### config.mk
export PLATFORM = sky130hd
export DESIGN_NAME = oin_notify_server
export DESIGN_NICKNAME = d
export VERILOG_FILES = /design/src/include/oin_pkg.sv /design/src/rtl/oin_notify_server.sv /design/src/rtl/oin_tlv_parser.sv
export SDC_FILE = /design/constraint.sdc
export NUM_CORES = 1
export LEC_CHECK = 0
export ABC_CLOCK_PERIOD_IN_PS = 11000
export BUFFER_PORTS_ARGS = -buffer_cell sky130_fd_sc_hd__buf_4
export CAP_MARGIN = 15
export CORE_MARGIN = 2
export CORE_UTILIZATION = 30
export CTS_BUF_LIST = sky130_fd_sc_hd__clkbuf_16
export CTS_CLUSTER_SIZE = 10
export DETAILED_ROUTE_END_ITERATION = 8
export PLACE_DENSITY = 0.59
export SYNTH_ARGS = -nofsm -noshare
export SYNTH_HDL_FRONTEND = slang
export SYNTH_HIERARCHICAL = 1
export SYNTH_SLANG_ARGS = --single-unit
### constraint.sdc
create_clock -name clock_in -period 11 [get_ports clock_in]
set_clock_uncertainty 0.05 [all_clocks]
set_input_delay 1.65 -clock clock_in [delete_from_list [all_inputs] [get_ports clock_in]]
set_output_delay 1.65 -clock clock_in [all_outputs]
set_load 0.01 [all_outputs]
### src/include/oin_pkg.sv
package oin_pkg;
  // ****************
  // Addressing of every upgrade packet
  // ****************
  localparam logic [7:0] OIN_ENDPOINT = 8'hE8;
  localparam logic [15:0] OIN_CLUSTER_ID = 16'h0019;
  localparam logic [15:0] OIN_PROFILE_ID = 16'hC105;

  // ****************
  // Command header
  // ****************
  localparam logic [7:0] OIN_FC_UNICAST = 8'h09;
  localparam logic [7:0] OIN_FC_BROADCAST = 8'h19;
  localparam logic [7:0] OIN_FC_CLIENT = 8'h01;
  localparam logic [7:0] OIN_CMD_NOTIFY = 8'h00;
  localparam logic [7:0] OIN_CMD_QUERY_NEXT = 8'h01;
  localparam logic [7:0] OIN_JITTER_MAX = 8'h64;
  localparam logic [7:0] OIN_PTYPE_MAX = 8'h03;

  // ****************
  // Image Notify byte offsets and lengths per payload type
  // ****************
  localparam logic [3:0] OIN_OFS_FC = 4'h0;
  localparam logic [3:0] OIN_OFS_SEQ = 4'h1;
  localparam logic [3:0] OIN_OFS_CMD = 4'h2;
  localparam logic [3:0] OIN_OFS_PTYPE = 4'h3;
  localparam logic [3:0] OIN_OFS_JITTER = 4'h4;
  localparam logic [3:0] OIN_OFS_MFR = 4'h5;
  localparam logic [3:0] OIN_OFS_ITYPE = 4'h7;
  localparam logic [3:0] OIN_OFS_VER = 4'h9;
  localparam logic [3:0] OIN_LEN_PT0 = 4'h5;
  localparam logic [3:0] OIN_LEN_PT1 = 4'h7;
  localparam logic [3:0] OIN_LEN_PT2 = 4'h9;
  localparam logic [3:0] OIN_LEN_PT3 = 4'hD;

  // ****************
  // Query Next Image Request offsets
  // ****************
  localparam logic [4:0] OIN_RQ_OFS_VER = 5'h08;
  localparam logic [4:0] OIN_RQ_MIN_LEN = 5'h0C;
  localparam logic [4:0] OIN_RQ_IDX_MAX = 5'h1F;

  // ****************
  // Image types and sub-element layout
  // ****************
  localparam logic [15:0] OIN_ITYPE_FIRMWARE = 16'h0000;
  localparam logic [15:0] OIN_ITYPE_FILESYS = 16'h0100;
  localparam logic [15:0] OIN_TAG_IMAGE = 16'h0000;
  localparam logic [2:0] OIN_TLV_OFS_LEN = 3'h2;
  localparam logic [2:0] OIN_TLV_OFS_DATA = 3'h6;

  typedef enum logic [2:0] {
    OIN_TX_IDLE = 3'h1,
    OIN_TX_LOAD = 3'h2,
    OIN_TX_SEND = 3'h4
  } oin_tx_state_type;

  typedef enum logic [1:0] {
    OIN_TLV_HDR = 2'h1,
    OIN_TLV_DATA = 2'h2
  } oin_tlv_state_type;
endpackage

### src/rtl/oin_notify_server.sv
`timescale 1ns/10ps
module oin_notify_server
  import oin_pkg::*;
(
  input wire logic clock_in,
  input wire logic rst_in,
  input wire logic ce_in,
  input wire logic start_in,
  input wire logic broadcast_in,
  input wire logic [7:0] seq_in,
  input wire logic [7:0] payload_type_in,
  input wire logic [7:0] jitter_in,
  input wire logic [15:0] mfr_code_in,
  input wire logic [15:0] image_type_in,
  input wire logic [31:0] file_version_in,
  input wire logic tx_ready_in,
  output logic tx_valid_out,
  output logic [7:0] tx_data_out,
  output logic tx_last_out,
  output logic tx_broadcast_out,
  output logic busy_out,
  output logic [7:0] tx_src_ep_out,
  output logic [7:0] tx_dst_ep_out,
  output logic [15:0] tx_cluster_out,
  output logic [15:0] tx_profile_out,
  output logic [7:0] notify_compat_out,
  output logic [23:0] notify_fw_out,
  output logic notify_fs_out,
  input wire logic rx_valid_in,
  input wire logic [7:0] rx_data_in,
  input wire logic rx_last_in,
  input wire logic [7:0] rx_src_ep_in,
  input wire logic [7:0] rx_dst_ep_in,
  input wire logic [15:0] rx_cluster_in,
  input wire logic [15:0] rx_profile_in,
  output logic rx_query_out,
  output logic rx_other_out,
  output logic [7:0] rx_seq_out,
  output logic [7:0] rx_cmd_out,
  output logic [7:0] rx_compat_out,
  output logic [23:0] rx_fw_out,
  input wire logic file_restart_in,
  input wire logic file_valid_in,
  input wire logic [7:0] file_data_in,
  output logic file_hdr_done_out,
  output logic [15:0] file_tag_out,
  output logic [31:0] file_length_out,
  output logic file_is_image_out,
  output logic file_data_valid_out,
  output logic [7:0] file_data_out,
  output logic file_data_last_out
);
  // ****************
  // Notify byte selection
  // ****************
  function automatic logic [7:0] notify_byte(input logic [3:0] idx, input logic bcast,
      input logic [7:0] seq, input logic [7:0] ptype, input logic [7:0] jit,
      input logic [15:0] mfr, input logic [15:0] itype, input logic [31:0] ver);
    logic [7:0] b;
    b = 8'h00;
    case (idx)
      OIN_OFS_FC: b = bcast ? OIN_FC_BROADCAST : OIN_FC_UNICAST;
      OIN_OFS_SEQ: b = seq;
      OIN_OFS_CMD: b = OIN_CMD_NOTIFY;
      OIN_OFS_PTYPE: b = ptype;
      OIN_OFS_JITTER: b = jit;
      default:
      begin
        // Little-endian fields at fixed offsets
        if (idx >= OIN_OFS_VER)
          b = ver[(idx - OIN_OFS_VER)*8 +: 8];
        else if (idx >= OIN_OFS_ITYPE)
          b = itype[(idx - OIN_OFS_ITYPE)*8 +: 8];
        else if (idx >= OIN_OFS_MFR)
          b = mfr[(idx - OIN_OFS_MFR)*8 +: 8];
      end
    endcase
    return b;
  endfunction

  // ****************
  // Notify transmitter
  // ****************
  oin_tx_state_type tx_state_r, tx_state_nxt;
  logic [3:0] idx_r, idx_nxt;
  logic [3:0] len_r, len_nxt;
  logic bc_r, bc_nxt;
  logic [7:0] seq_r, seq_nxt;
  logic [7:0] pt_r, pt_nxt;
  logic [7:0] jit_r, jit_nxt;
  logic [15:0] mfr_r, mfr_nxt;
  logic [15:0] it_r, it_nxt;
  logic [31:0] ver_r, ver_nxt;
  logic tv_r, tv_nxt;
  logic [7:0] td_r, td_nxt;
  logic tl_r, tl_nxt;

  always_comb
  begin
    tx_state_nxt = tx_state_r;
    idx_nxt = idx_r;
    len_nxt = len_r;
    bc_nxt = bc_r;
    seq_nxt = seq_r;
    pt_nxt = pt_r;
    jit_nxt = jit_r;
    mfr_nxt = mfr_r;
    it_nxt = it_r;
    ver_nxt = ver_r;
    tv_nxt = tv_r;
    td_nxt = td_r;
    tl_nxt = tl_r;
    case (tx_state_r)
      OIN_TX_IDLE:
      begin
        // The only way this server opens an upgrade
        if (start_in)
        begin
          tx_state_nxt = OIN_TX_LOAD;
          bc_nxt = broadcast_in;
          seq_nxt = seq_in;
          // Out-of-range payload types are sent as type 3
          pt_nxt = (payload_type_in > OIN_PTYPE_MAX) ? OIN_PTYPE_MAX : payload_type_in;
          if (!broadcast_in)
            jit_nxt = OIN_JITTER_MAX;
          else
            jit_nxt = (jitter_in > OIN_JITTER_MAX) ? OIN_JITTER_MAX : jitter_in;
          case (pt_nxt[1:0])
            2'h0: len_nxt = OIN_LEN_PT0;
            2'h1: len_nxt = OIN_LEN_PT1;
            2'h2: len_nxt = OIN_LEN_PT2;
            default: len_nxt = OIN_LEN_PT3;
          endcase
          mfr_nxt = mfr_code_in;
          it_nxt = image_type_in;
          ver_nxt = file_version_in;
        end
      end
      OIN_TX_LOAD:
      begin
        tv_nxt = 1'b1;
        td_nxt = notify_byte(4'h0, bc_r, seq_r, pt_r, jit_r, mfr_r, it_r, ver_r);
        tl_nxt = 1'b0;
        idx_nxt = 4'h1;
        tx_state_nxt = OIN_TX_SEND;
      end
      OIN_TX_SEND:
      begin
        if (tx_ready_in)
        begin
          if (tl_r)
          begin
            tv_nxt = 1'b0;
            tl_nxt = 1'b0;
            tx_state_nxt = OIN_TX_IDLE;
          end
          else
          begin
            td_nxt = notify_byte(idx_r, bc_r, seq_r, pt_r, jit_r, mfr_r, it_r, ver_r);
            tl_nxt = (idx_r == len_r - 4'h1);
            idx_nxt = idx_r + 4'h1;
          end
        end
      end
      default:
      begin
        tx_state_nxt = OIN_TX_IDLE;
        tv_nxt = 1'b0;
        tl_nxt = 1'b0;
      end
    endcase
  end

  always_ff @(posedge clock_in)
  begin
    if (rst_in)
    begin
      tx_state_r <= OIN_TX_IDLE;
      idx_r <= 4'h0;
      len_r <= OIN_LEN_PT0;
      bc_r <= 1'b0;
      seq_r <= 8'h00;
      pt_r <= 8'h00;
      jit_r <= OIN_JITTER_MAX;
      mfr_r <= 16'h0000;
      it_r <= 16'h0000;
      ver_r <= 32'h0000_0000;
      tv_r <= 1'b0;
      td_r <= 8'h00;
      tl_r <= 1'b0;
    end
    else if (ce_in)
    begin
      tx_state_r <= tx_state_nxt;
      idx_r <= idx_nxt;
      len_r <= len_nxt;
      bc_r <= bc_nxt;
      seq_r <= seq_nxt;
      pt_r <= pt_nxt;
      jit_r <= jit_nxt;
      mfr_r <= mfr_nxt;
      it_r <= it_nxt;
      ver_r <= ver_nxt;
      tv_r <= tv_nxt;
      td_r <= td_nxt;
      tl_r <= tl_nxt;
    end
  end

  // ****************
  // Request receiver; only the byte index restarts between frames, field registers keep their bytes
  // ****************
  logic [4:0] ridx_r, ridx_nxt;
  logic addr_ok_r, addr_ok_nxt;
  logic [7:0] rfc_r, rfc_nxt;
  logic [7:0] rseq_r, rseq_nxt;
  logic [7:0] rcmd_r, rcmd_nxt;
  logic [31:0] rver_r, rver_nxt;
  logic rq_r, rq_nxt;
  logic ro_r, ro_nxt;
  logic [7:0] oseq_r, oseq_nxt;
  logic [7:0] ocmd_r, ocmd_nxt;
  logic [31:0] over_r, over_nxt;
  logic addr_ok_now;

  always_comb
  begin
    ridx_nxt = ridx_r;
    addr_ok_nxt = addr_ok_r;
    rfc_nxt = rfc_r;
    rseq_nxt = rseq_r;
    rcmd_nxt = rcmd_r;
    rver_nxt = rver_r;
    rq_nxt = 1'b0;
    ro_nxt = 1'b0;
    oseq_nxt = oseq_r;
    ocmd_nxt = ocmd_r;
    over_nxt = over_r;
    addr_ok_now = (rx_src_ep_in == OIN_ENDPOINT) && (rx_dst_ep_in == OIN_ENDPOINT) &&
        (rx_cluster_in == OIN_CLUSTER_ID) && (rx_profile_in == OIN_PROFILE_ID);
    if (rx_valid_in)
    begin
      if (ridx_r == 5'h00)
        addr_ok_nxt = addr_ok_now;
      case (ridx_r)
        5'h00: rfc_nxt = rx_data_in;
        5'h01: rseq_nxt = rx_data_in;
        5'h02: rcmd_nxt = rx_data_in;
        default:
        begin
          if ((ridx_r >= OIN_RQ_OFS_VER) && (ridx_r < OIN_RQ_MIN_LEN))
            rver_nxt[(ridx_r - OIN_RQ_OFS_VER)*8 +: 8] = rx_data_in;
        end
      endcase
      if (ridx_r != OIN_RQ_IDX_MAX)
        ridx_nxt = ridx_r + 5'h01;
      if (rx_last_in)
      begin
        ridx_nxt = 5'h00;
        oseq_nxt = rseq_nxt;
        ocmd_nxt = rcmd_nxt;
        over_nxt = rver_nxt;
        // Misaddressed frames and frames under 3 bytes raise no pulse, but still update the seq, cmd and version outputs
        if (addr_ok_nxt && (ridx_r >= 5'h02))
        begin
          if ((rfc_nxt == OIN_FC_CLIENT) && (rcmd_nxt == OIN_CMD_QUERY_NEXT) &&
              (ridx_r >= OIN_RQ_MIN_LEN - 5'h01))
            rq_nxt = 1'b1;
          else
            ro_nxt = 1'b1;
        end
      end
    end
  end

  always_ff @(posedge clock_in)
  begin
    if (rst_in)
    begin
      ridx_r <= 5'h00;
      addr_ok_r <= 1'b0;
      rfc_r <= 8'h00;
      rseq_r <= 8'h00;
      rcmd_r <= 8'h00;
      rver_r <= 32'h0000_0000;
      rq_r <= 1'b0;
      ro_r <= 1'b0;
      oseq_r <= 8'h00;
      ocmd_r <= 8'h00;
      over_r <= 32'h0000_0000;
    end
    else if (ce_in)
    begin
      ridx_r <= ridx_nxt;
      addr_ok_r <= addr_ok_nxt;
      rfc_r <= rfc_nxt;
      rseq_r <= rseq_nxt;
      rcmd_r <= rcmd_nxt;
      rver_r <= rver_nxt;
      rq_r <= rq_nxt;
      ro_r <= ro_nxt;
      oseq_r <= oseq_nxt;
      ocmd_r <= ocmd_nxt;
      over_r <= over_nxt;
    end
  end

  // ****************
  // Upgrade file sub-element parser
  // ****************
  oin_tlv_parser u_tlv (
    .clock_in(clock_in),
    .rst_in(rst_in),
    .ce_in(ce_in),
    .restart_in(file_restart_in),
    .byte_valid_in(file_valid_in),
    .byte_in(file_data_in),
    .hdr_done_out(file_hdr_done_out),
    .tag_out(file_tag_out),
    .length_out(file_length_out),
    .is_image_out(file_is_image_out),
    .data_valid_out(file_data_valid_out),
    .data_out(file_data_out),
    .data_last_out(file_data_last_out)
  );

  assign tx_valid_out = tv_r;
  assign tx_data_out = td_r;
  assign tx_last_out = tl_r;
  assign tx_broadcast_out = bc_r;
  assign busy_out = (tx_state_r != OIN_TX_IDLE);
  assign tx_src_ep_out = OIN_ENDPOINT;
  assign tx_dst_ep_out = OIN_ENDPOINT;
  assign tx_cluster_out = OIN_CLUSTER_ID;
  assign tx_profile_out = OIN_PROFILE_ID;
  assign notify_compat_out = ver_r[31:24];
  assign notify_fw_out = ver_r[23:0];
  assign notify_fs_out = (it_r == OIN_ITYPE_FILESYS);
  assign rx_query_out = rq_r;
  assign rx_other_out = ro_r;
  assign rx_seq_out = oseq_r;
  assign rx_cmd_out = ocmd_r;
  assign rx_compat_out = over_r[31:24];
  assign rx_fw_out = over_r[23:0];
endmodule

### src/rtl/oin_tlv_parser.sv
`timescale 1ns/10ps
module oin_tlv_parser
  import oin_pkg::*;
(
  input wire logic clock_in,
  input wire logic rst_in,
  input wire logic ce_in,
  input wire logic restart_in,
  input wire logic byte_valid_in,
  input wire logic [7:0] byte_in,
  output logic hdr_done_out,
  output logic [15:0] tag_out,
  output logic [31:0] length_out,
  output logic is_image_out,
  output logic data_valid_out,
  output logic [7:0] data_out,
  output logic data_last_out
);
  oin_tlv_state_type state_r, state_nxt;
  logic [2:0] hidx_r, hidx_nxt;
  logic [31:0] left_r, left_nxt;
  logic hdr_done_r, hdr_done_nxt;
  logic [15:0] tag_r, tag_nxt;
  logic [31:0] len_r, len_nxt;
  logic img_r, img_nxt;
  logic dv_r, dv_nxt;
  logic [7:0] data_r, data_nxt;
  logic dl_r, dl_nxt;

  always_comb
  begin
    state_nxt = state_r;
    hidx_nxt = hidx_r;
    left_nxt = left_r;
    hdr_done_nxt = 1'b0;
    tag_nxt = tag_r;
    len_nxt = len_r;
    img_nxt = img_r;
    dv_nxt = 1'b0;
    data_nxt = data_r;
    dl_nxt = 1'b0;
    if (restart_in)
    begin
      state_nxt = OIN_TLV_HDR;
      hidx_nxt = 3'h0;
    end
    else if (byte_valid_in)
    begin
      case (state_r)
        OIN_TLV_HDR:
        begin
          // Tag then length, both least significant byte first
          if (hidx_r < OIN_TLV_OFS_LEN)
            tag_nxt[hidx_r[0]*8 +: 8] = byte_in;
          else
            len_nxt[(hidx_r - OIN_TLV_OFS_LEN)*8 +: 8] = byte_in;
          hidx_nxt = hidx_r + 3'h1;
          if (hidx_nxt == OIN_TLV_OFS_DATA)
          begin
            hdr_done_nxt = 1'b1;
            img_nxt = (tag_nxt == OIN_TAG_IMAGE);
            left_nxt = len_nxt;
            hidx_nxt = 3'h0;
            // A zero-length element has no data; the next header follows at once
            if (len_nxt != 32'h0)
              state_nxt = OIN_TLV_DATA;
          end
        end
        OIN_TLV_DATA:
        begin
          dv_nxt = 1'b1;
          data_nxt = byte_in;
          left_nxt = left_r - 32'h1;
          if (left_r == 32'h1)
          begin
            dl_nxt = 1'b1;
            state_nxt = OIN_TLV_HDR;
          end
        end
        default:
        begin
          state_nxt = OIN_TLV_HDR;
          hidx_nxt = 3'h0;
        end
      endcase
    end
  end

  always_ff @(posedge clock_in)
  begin
    if (rst_in)
    begin
      state_r <= OIN_TLV_HDR;
      hidx_r <= 3'h0;
      left_r <= 32'h0;
      hdr_done_r <= 1'b0;
      tag_r <= 16'h0;
      len_r <= 32'h0;
      img_r <= 1'b0;
      dv_r <= 1'b0;
      data_r <= 8'h0;
      dl_r <= 1'b0;
    end
    else if (ce_in)
    begin
      state_r <= state_nxt;
      hidx_r <= hidx_nxt;
      left_r <= left_nxt;
      hdr_done_r <= hdr_done_nxt;
      tag_r <= tag_nxt;
      len_r <= len_nxt;
      img_r <= img_nxt;
      dv_r <= dv_nxt;
      data_r <= data_nxt;
      dl_r <= dl_nxt;
    end
  end

  assign hdr_done_out = hdr_done_r;
  assign tag_out = tag_r;
  assign length_out = len_r;
  assign is_image_out = img_r;
  assign data_valid_out = dv_r;
  assign data_out = data_r;
  assign data_last_out = dl_r;
endmodule

==> metrics.log, run 1 <==
INFO  metric postSynthRegisterBits = 318
INFO  metric max_cap_viol = 0
INFO  metric critical_path.reg2reg.endpoint = u_tlv/state_r[1]
INFO  metric n_fill_cell = around 5500
INFO  metric tritoncts.num_buffers = 40
INFO  metric synth_top_area_cell = sky130_fd_sc_hd__dfxtp_1
INFO  metric post_synth_main_area_contributors = sky130_fd_sc_hd__dfxtp_1, sky130_fd_sc_hd__nand2_1, sky130_fd_sc_hd__a21oi_1
INFO  metric min_path_type = reg -> reg
INFO  metric worstPathArrival = 4.85 ns
INFO  metric routabilityCongestion = 0.8869
INFO  metric floorplan.initialDensity = 30.45%
INFO  metric antenna_violations_before_repair = 1
INFO  metric cellLeakagePower = 7.646 nW
INFO  metric powerDensity = between 100 and 150 nW/µm²
INFO  metric nNetsFinal = 2431
INFO  metric end_kind = flop
INFO  metric placed_area = between 15000 and 20000 µm²
INFO  metric layout-drive-gt1-share = approximately a fifth
INFO  metric fp.dieH = 237.9 µm
INFO  metric layout.cell_area.non_filler = 20080 µm²
INFO  metric dp_cells = 2889
INFO  metric post_layout_nonfiller_instances = 2947
INFO  metric place.port_buffers = 316
INFO  metric cts_repair_resize_count = 0
INFO  metric placeableCoreArea = 53920 µm²
INFO  metric slew_violations = 0
INFO  metric worstSetupStartpointType = flop
INFO  metric max_freq = 224.4 MHz
INFO  metric asr_flop_ratio_synth = 0%
INFO  metric rrSetupSlack = 6.54 ns
INFO  metric remaining_drc_errors = 0
INFO  metric floorplan.die.width = 237.9 µm
INFO  metric max_stage_delay = about 0.89 ns
INFO  metric worstPathMaxFanout = 24
INFO  metric first_pass_iters = 5
INFO  metric cts_root_buffer = sky130_fd_sc_hd__clkbuf_16
INFO  metric drt-total-wl = 53070 µm
INFO  metric drtAntennaViolNets = 0
INFO  metric globalRouteTotalUtil = 17.88%
INFO  metric syn_inst = just over 2000
INFO  metric path_common_cell = sky130_fd_sc_hd__inv_1
INFO  metric globalRouteMet3Util = 4.338%
INFO  metric timing_worst_setup_path_type = reg -> reg
INFO  metric yosysWarningCount = 6
INFO  metric synth_top_cell_area_share = approximately two fifths
INFO  metric slew_at_the_pin_closest_to_its_max_slew_limit = 1.134 ns
INFO  metric report.final.setup_viol = 0
INFO  metric grt_pass1_wl = 81530 µm
INFO  metric htree_num_levels = 2
INFO  metric grt_setup_unrepaired = no
INFO  metric postCtsHoldBufs = 0
INFO  metric cp.required = 11.39 ns
INFO  metric cts_setup_buffers = 0
INFO  metric fin_total_pwr = roughly 0.0027 W
INFO  metric reg2reg_depth = 10
INFO  metric dp_hpwl = roughly 37000 µm
INFO  metric synth_most_common_cell = sky130_fd_sc_hd__nand2_1
INFO  metric synth_top_cells_by_count = sky130_fd_sc_hd__nand2_1, sky130_fd_sc_hd__dfxtp_1, sky130_fd_sc_hd__a21oi_1
INFO  metric num_io_pins = ~370
INFO  metric gr-max-usage-layer = met2
INFO  metric synth-seq-area-share = between 30 and 40%
INFO  metric tns = 0 ns
INFO  metric vias_cell = 5.249
INFO  metric critical-path-slowest-cell = sky130_fd_sc_hd__dfxtp_1
INFO  metric post_drt_wl_per_cell = 18.01 µm
INFO  metric grt_pass1_vias = 14630
INFO  metric drt_iter0_drc = 1039
INFO  metric ys_types = between 90 and 100
INFO  metric overall_via_count_from_detail_route = 15469
INFO  metric met2_usage = ~30%
INFO  metric status = finished, final reports clean
INFO  metric synthToLayoutAreaGrowth = 22.30%
INFO  metric worst_hold_slack = 0.4025 ns
INFO  metric worst_skew_pair.late_latency = ~0.57 ns
INFO  metric groute.layer.met1.usage = 23.12%
INFO  metric synthFlopType = sky130_fd_sc_hd__dfxtp_1
INFO  metric tritoncts = done
INFO  metric layout_min_cycle_time = 4.456 ns
INFO  metric synthesis.area = around 16000 µm²
INFO  metric hold-path-cell-count = 2
INFO  metric final_hold_viol_count = 0
INFO  metric dieArea = 56620 µm²
INFO  metric hold_path_end = rseq_r[6]
INFO  metric clkSinkCount = 318
INFO  metric overflow = 0
INFO  metric timing.hold.worst.start = rseq_r[6]
INFO  metric cell_by_cell_listing_of_the_critical_path = inv_1 > ha_1 > inv_1 > fa_1 > or4b_4 > nor4b_4 > mux2i_1 > nand4_1 > o211ai_2 > mux2_4
INFO  metric worstReg2RegStart = u_tlv/hidx_r[0]
INFO  metric clock_path_buffers = 3
INFO  metric worst_ir_drop_vdd = 0.00008855 V
INFO  metric synth_edf_count = 0
INFO  metric rows = 85
INFO  metric syn_area_per_cell = 8.120 µm²
INFO  metric max-slew-margin-rel = 24.40%
INFO  metric pin_count_of_the_biggest_net_entering_global_routing = 105
INFO  metric clk_transition_reported_paths = 0.06 ns
INFO  metric fin_crit_sh = 40.51%
worst max-delay path by stage:
| stage | start | to | slack [ns] | cells past startpoint |
|---|---|---|---|---|
| 4_1_cts | u_tlv/hidx_r[0] | u_tlv/state_r[1] | 6.57 | 10 |
| 3_5_place_dp | rst_in | u_tlv/state_r[1] | 6.56 | 5 |
| 2_1_floorplan | file_data_in[2] | u_tlv/state_r[1] | 7.40 | 7 |
| 3_3_place_gp | rst_in | u_tlv/state_r[1] | 6.61 | 5 |
| 6_report | u_tlv/hidx_r[0] | u_tlv/state_r[1] | 6.54 | 10 |
| 5_1_grt | u_tlv/hidx_r[0] | u_tlv/state_r[1] | 6.30 | 10 |
kinds of logic (layout without fill, tap and decap cells):
kind of cell / after synthesis / count (layout) / synth area share, %
and+or+nand+nor: 830 / 830 / 25.09
AOI/OAI and AO/OA: 496 / 496 / 19.22
DFF: 318 / 318 / 38.77
buffers and inverters: 233 / 415 / 6.843
muxes: 104 / 104 / 7.110
adders and majority gates: 33 / 33 / 2.606
xor gates and xnor gates: 6 / 6 / 0.3200
other: 2 / 49 / 0.04574
worst max-delay path, delay by kind of cell, from the launching register on:
family	cells	cell delay, ns
AND/OR/NAND/NOR	3	1.42
flip-flops	1	0.89
adder cells (fa/ha/maj)	2	0.73
multiplexers	2	0.69
buffers and inverters	2	0.32
AO/OA/AOI/OAI	1	0.23
metrics by stage:
step                util [%]  setup slack, ns
floorplan                  -            7.400
global placement       35.13            6.610
detailed placement     35.13            6.558
CTS                    37.22            6.567
global route           37.24            6.303
finish                 37.24            6.544
sequential cells by signal (all words and copies together), names as in the netlist, 8 cells and up:
name / flops
u_tlv/tag_out: 16
u_tlv/left_r: 32
rx_cmd_out: 8
rver_r: 32
rcmd_r: 8
u_tlv/data_out: 8
over_r: 32
it_r: 16
seq_r: 8
jit_r: 8
rfc_r: 8
rseq_r: 8
mfr_r: 16
rx_seq_out: 8
u_tlv/length_out: 32
ver_r: 32
tx_data_out: 8
pt_r: 8
area by class of cell:
| type | count | area [µm²] | area share [%] |
|---|---|---|---|
| antenna | 1 | 2.502 | 0.01246 |
| sequential | 318 | 6367 | 31.71 |
| inverter | 30 | 112.6 | 0.5607 |
| clock buffer | 40 | 1001 | 4.984 |
| clock inverter | 16 | 128.9 | 0.6417 |
| multi-input combinational | 1517 | 9121 | 45.42 |
| timing repair buffer | 329 | 2477 | 12.34 |
| tap | 696 | 870.8 | 4.336 |
power by group:
part           switching, W  internal (W)  total (W)
sequential        0.0000295       0.00118    0.00121
combinational      0.000170      0.000118   0.000288
clock              0.000508      0.000678    0.00119
total              0.000707       0.00198    0.00269
routing by layer:
layer | up-vias | share of wire, %
li1 | 7547 | -
met1 | 7354 | 43
met2 | 494 | 47
met3 | 74 | 7.3
met4 | 0 | 2.5
met5 | - | 0
layout by cell type (no fill, tap or decap), drive strengths merged, types with 15 or more instances in the layout:
cell and count:
mux2i 88, dfxtp 318, inv 33, nand4 19, a22oi 15, nor2b 15
o22ai 15, a21oi 210, nand3 37, nor2 163, a211oi 34, clkbuf 41
conb 48, nand2 323, ha 31, and3 17, nand2b 47, buf 328
a311oi 20, nor4 41, o21ai 93, a32oi 16, nor3 63, a2bb2oi 16
and2 17
Note: power is estimated with default switching activity, not from simulation.
==> inputs of run 2 (changes only) <==
Settings changed: ABC_CLOCK_PERIOD_IN_PS 11000 to 3860, PLACE_DENSITY 0.59 to 0.61.
Clock period 11 ns to 3.86 ns, I/O delays scaled along.
==> run 2 against run 1 <==
  * Global-route usage up 0.22 points
  * Setup slack got worse by 6.2 ns
  * Register-to-register slack got worse by 6.2 ns
  * Die area did not move
  * Fmax up 27%
  * Sequential share of layout area fell by 0.32 points
  * Sequential power rose to 2.9 times the previous value
  * Combinational power grew to 2.9 times the previous value
  * Worst hold slack got worse by 0.18 ns
  * Non-clock buffer count up 18
  * Power rose to 2.9 times the previous value
  * Highest routed layer unchanged
==> metrics.log, run 2 (synthesis gave the netlist of run 1 again) <==
INFO  metric place.port_buffers = 316 (unchanged)
INFO  metric overflow = 0 (unchanged)
INFO  metric nNetsFinal = 2449 (was 2431)
INFO  metric pin_count_of_the_biggest_net_entering_global_routing = 148 (was 105)
INFO  metric routabilityCongestion = 0.9034 (was 0.8869)
INFO  metric remaining_drc_errors = 0 (unchanged)
INFO  metric slew_violations = 0 (unchanged)
INFO  metric max_freq = 284.2 MHz (was 224.4 MHz)
INFO  metric grt_pass1_vias = 14789 (was 14630)
INFO  metric clkSinkCount = 318 (unchanged)
INFO  metric post_drt_wl_per_cell = 18.15 µm (was 18.01 µm)
INFO  metric grt_setup_unrepaired = no (unchanged)
INFO  metric rows = 85 (unchanged)
INFO  metric report.final.setup_viol = 0 (unchanged)
INFO  metric internal_portion_of_total_power = 0.005782 W (was 0.001980 W)
INFO  metric synthToLayoutAreaGrowth = 23.54% (was 22.30%)
INFO  metric p_comb_share = 10.8% (was 10.7%)
INFO  metric rrSetupSlack = 0.34 ns (was 6.54 ns)
INFO  metric status = finished, final reports clean (unchanged)
INFO  metric worstPathMaxFanout = 14 (was 24)
INFO  metric crit_path_start = u_tlv/hidx_r[1] (was u_tlv/hidx_r[0])
INFO  metric total_switching_power = 0.002011 W (was 0.0007072 W)
INFO  metric end_kind = flop (unchanged)
INFO  metric timing_worst_setup_path_type = reg -> reg (unchanged)
INFO  metric worst_ir_drop_vdd = 0.0002847 V (was 0.00008855 V)
INFO  metric globalRouteTotalUtil = 18.10% (was 17.88%)
INFO  metric dieArea = 56620 µm² (unchanged)
INFO  metric power.sequential.fraction = 44.3% (was 45.2%)
INFO  metric final_common_cell = sky130_fd_sc_hd__buf_4 (unchanged)
INFO  metric insertedDiodeCount = 0 (was 1)
INFO  metric worstPathArrival = 3.91 ns (was 4.85 ns)
INFO  metric grt_pass1_wl = 82940 µm (was 81530 µm)
INFO  metric num_io_pins = 365 (unchanged)
INFO  metric antenna_violations_before_repair = 0 (was 1)
INFO  metric min_path_type = in -> reg (was reg -> reg)
INFO  metric tritoncts.num_buffers = 40 (unchanged)
INFO  metric finish.utilization = 37.62% (was 37.24%)
INFO  metric drt_iter0_drc = 1114 (was 1039)
INFO  metric overall_via_count_from_detail_route = 15696 (was 15469)
INFO  metric fin_crit_sh = 91.16% (was 40.51%)
INFO  metric max-slew-margin-rel = 30.65% (was 24.40%)
INFO  metric max_cap_viol = 0 (unchanged)
INFO  metric worst_hold_slack = 0.2249 ns (was 0.4025 ns)
INFO  metric share_clk_of_total_power = 44.9% (was 44.1%)
INFO  metric powerDensity = 384.2 nW/µm² (was 133.8 nW/µm²)
INFO  metric tritoncts = done (unchanged)
INFO  metric cp.required = 4.25 ns (was 11.39 ns)
INFO  metric floorplan.die.width = 237.9 µm (unchanged)
INFO  metric floorplan.initialDensity = 30.45% (unchanged)
INFO  metric cts_repair_resize_count = 0 (unchanged)
INFO  metric postLayoutSetupSlackWorst = 0.3413 ns (was 6.544 ns)
INFO  metric cts_root_buffer = sky130_fd_sc_hd__clkbuf_16 (unchanged)
INFO  metric placeableCoreArea = 53920 µm² (unchanged)
INFO  metric layout.cell_area.non_filler = 20280 µm² (was 20080 µm²)
INFO  metric htree_num_levels = 2 (unchanged)
INFO  metric reg2reg_depth = 10 (unchanged)
INFO  metric layout-drive-gt1-share = 19.89% (was 19.42%)
INFO  metric placed_area = 19100 µm² (was 18940 µm²)
INFO  metric fp.dieH = 237.9 µm (unchanged)
INFO  metric clk_transition_reported_paths = 0.06 ns (about the same)
INFO  metric clock_path_buffers = 3 (unchanged)
INFO  metric worst_skew_pair.late_latency = 0.55 ns (was 0.57 ns)
INFO  metric mostFrequentLayoutCells = sky130_fd_sc_hd__buf_4, sky130_fd_sc_hd__nand2_1, sky130_fd_sc_hd__dfxtp_1, sky130_fd_sc_hd__a21oi_1, sky130_fd_sc_hd__nor2_1 (unchanged)
INFO  metric critical_path.reg2reg.endpoint = u_tlv/state_r[1] (unchanged)
INFO  metric dp_hpwl = 38210 µm (was 37400 µm)
INFO  metric netSwitchingFraction = 25.80% (was 26.32%)
INFO  metric first_pass_iters = 5 (unchanged)
INFO  metric worstReg2RegStart = u_tlv/hidx_r[1] (was u_tlv/hidx_r[0])
INFO  metric tns = 0 ns (unchanged)
INFO  metric worstSetupStartpointType = flop (unchanged)
INFO  metric setup.worst_path.end = u_tlv/state_r[1] (unchanged)
INFO  metric drt-total-wl = 53880 µm (was 53070 µm)
INFO  metric cts_setup_buffers = 0 (unchanged)
INFO  metric pre_cts_ws = 0.3772 ns (was 6.558 ns)
INFO  metric cellLeakagePower = 7.785 nW (was 7.646 nW)
INFO  metric slew_at_the_pin_closest_to_its_max_slew_limit = 1.032 ns (was 1.134 ns)
INFO  metric layout_min_cycle_time = 3.519 ns (was 4.456 ns)
INFO  metric postCtsHoldBufs = 0 (unchanged)
INFO  metric vias_cell = 5.288 (was 5.249)
INFO  metric final_hold_viol_count = 0 (unchanged)
INFO  metric drtAntennaViolNets = 0 (unchanged)
==> run 2: cell types whose count changed in the layout (fill, tap and decap cells not counted), moves of 2 or more <==
cell / previous run / this run
sky130_fd_sc_hd__buf_4: 327 / 345
sky130_fd_sc_hd__inv_1: 31 / 37
sky130_fd_sc_hd__clkinv_2: 4 / 0
sky130_fd_sc_hd__clkbuf_16: 40 / 42
==> run 2: worst min path at each step <==
stage                     slack (ns)                 from   endpoint  cells past startpoint
final                           0.22  file_version_in[30]  ver_r[30]                      3
after global routing            0.21  file_version_in[30]  ver_r[30]                      3
after CTS                       0.19  file_version_in[30]  ver_r[30]                      3
after detailed placement        0.39              pt_r[6]    pt_r[6]                      1
after global placement          0.39              pt_r[7]    pt_r[7]                      1
after floorplan                 0.38              pt_r[4]    pt_r[4]                      1
==> run 2: per-stage QoR <==
| step | power [W] | cells |
|---|---|---|
| 2_1_floorplan | 0.004005 | 2068 |
| 3_3_place_gp | 0.004344 | 2907 |
| 3_5_place_dp | 0.004362 | 2908 |
| 4_1_cts | 0.007891 | 2968 |
| 5_1_grt | 0.008109 | 2968 |
| 6_report | 0.007793 | 2968 |
==> run 2: area by class of cell <==
class,count,area [µm²]
fillers,5515,33640
clock buffers,42,1051
repair buffers,347,2625
clock inverters,18,136.4
multi-input cells,1517,9121
inverters,30,112.6
flip-flops and latches,318,6367
well taps,696,870.8
==> run 2: worst max-delay path, cell delays in order, from the launching register on <==
cell	delay [ns]
sky130_fd_sc_hd__dfxtp_1	0.38
sky130_fd_sc_hd__inv_1	0.11
sky130_fd_sc_hd__ha_1	0.43
sky130_fd_sc_hd__inv_1	0.13
sky130_fd_sc_hd__ha_1	0.34
sky130_fd_sc_hd__or4b_4	0.59
sky130_fd_sc_hd__nor4b_4	0.33
sky130_fd_sc_hd__mux2i_1	0.35
sky130_fd_sc_hd__nand4_1	0.16
sky130_fd_sc_hd__o211ai_2	0.22
sky130_fd_sc_hd__mux2_4	0.31
==> run 2: layer usage <==
layer / track usage, % / wire [µm] / part of all wire [%]
met1: 23.45 / 23100 / 43
met4: 5.527 / 1264 / 2.3
met3: 3.482 / 3631 / 6.7
met2: 30.38 / 25880 / 48
met5: 0 / 0 / 0
==> run 2: power groups by stage <==
stage,registers [W],clock network [W],logic [W]
6_report,0.00345,0.00350,0.000845
5_1_grt,0.00346,0.00373,0.000922
4_1_cts,0.00345,0.00360,0.000844
3_5_place_dp,0.00352,0,0.000842
3_3_place_gp,0.00352,0,0.000828
2_1_floorplan,0.00352,0,0.000488
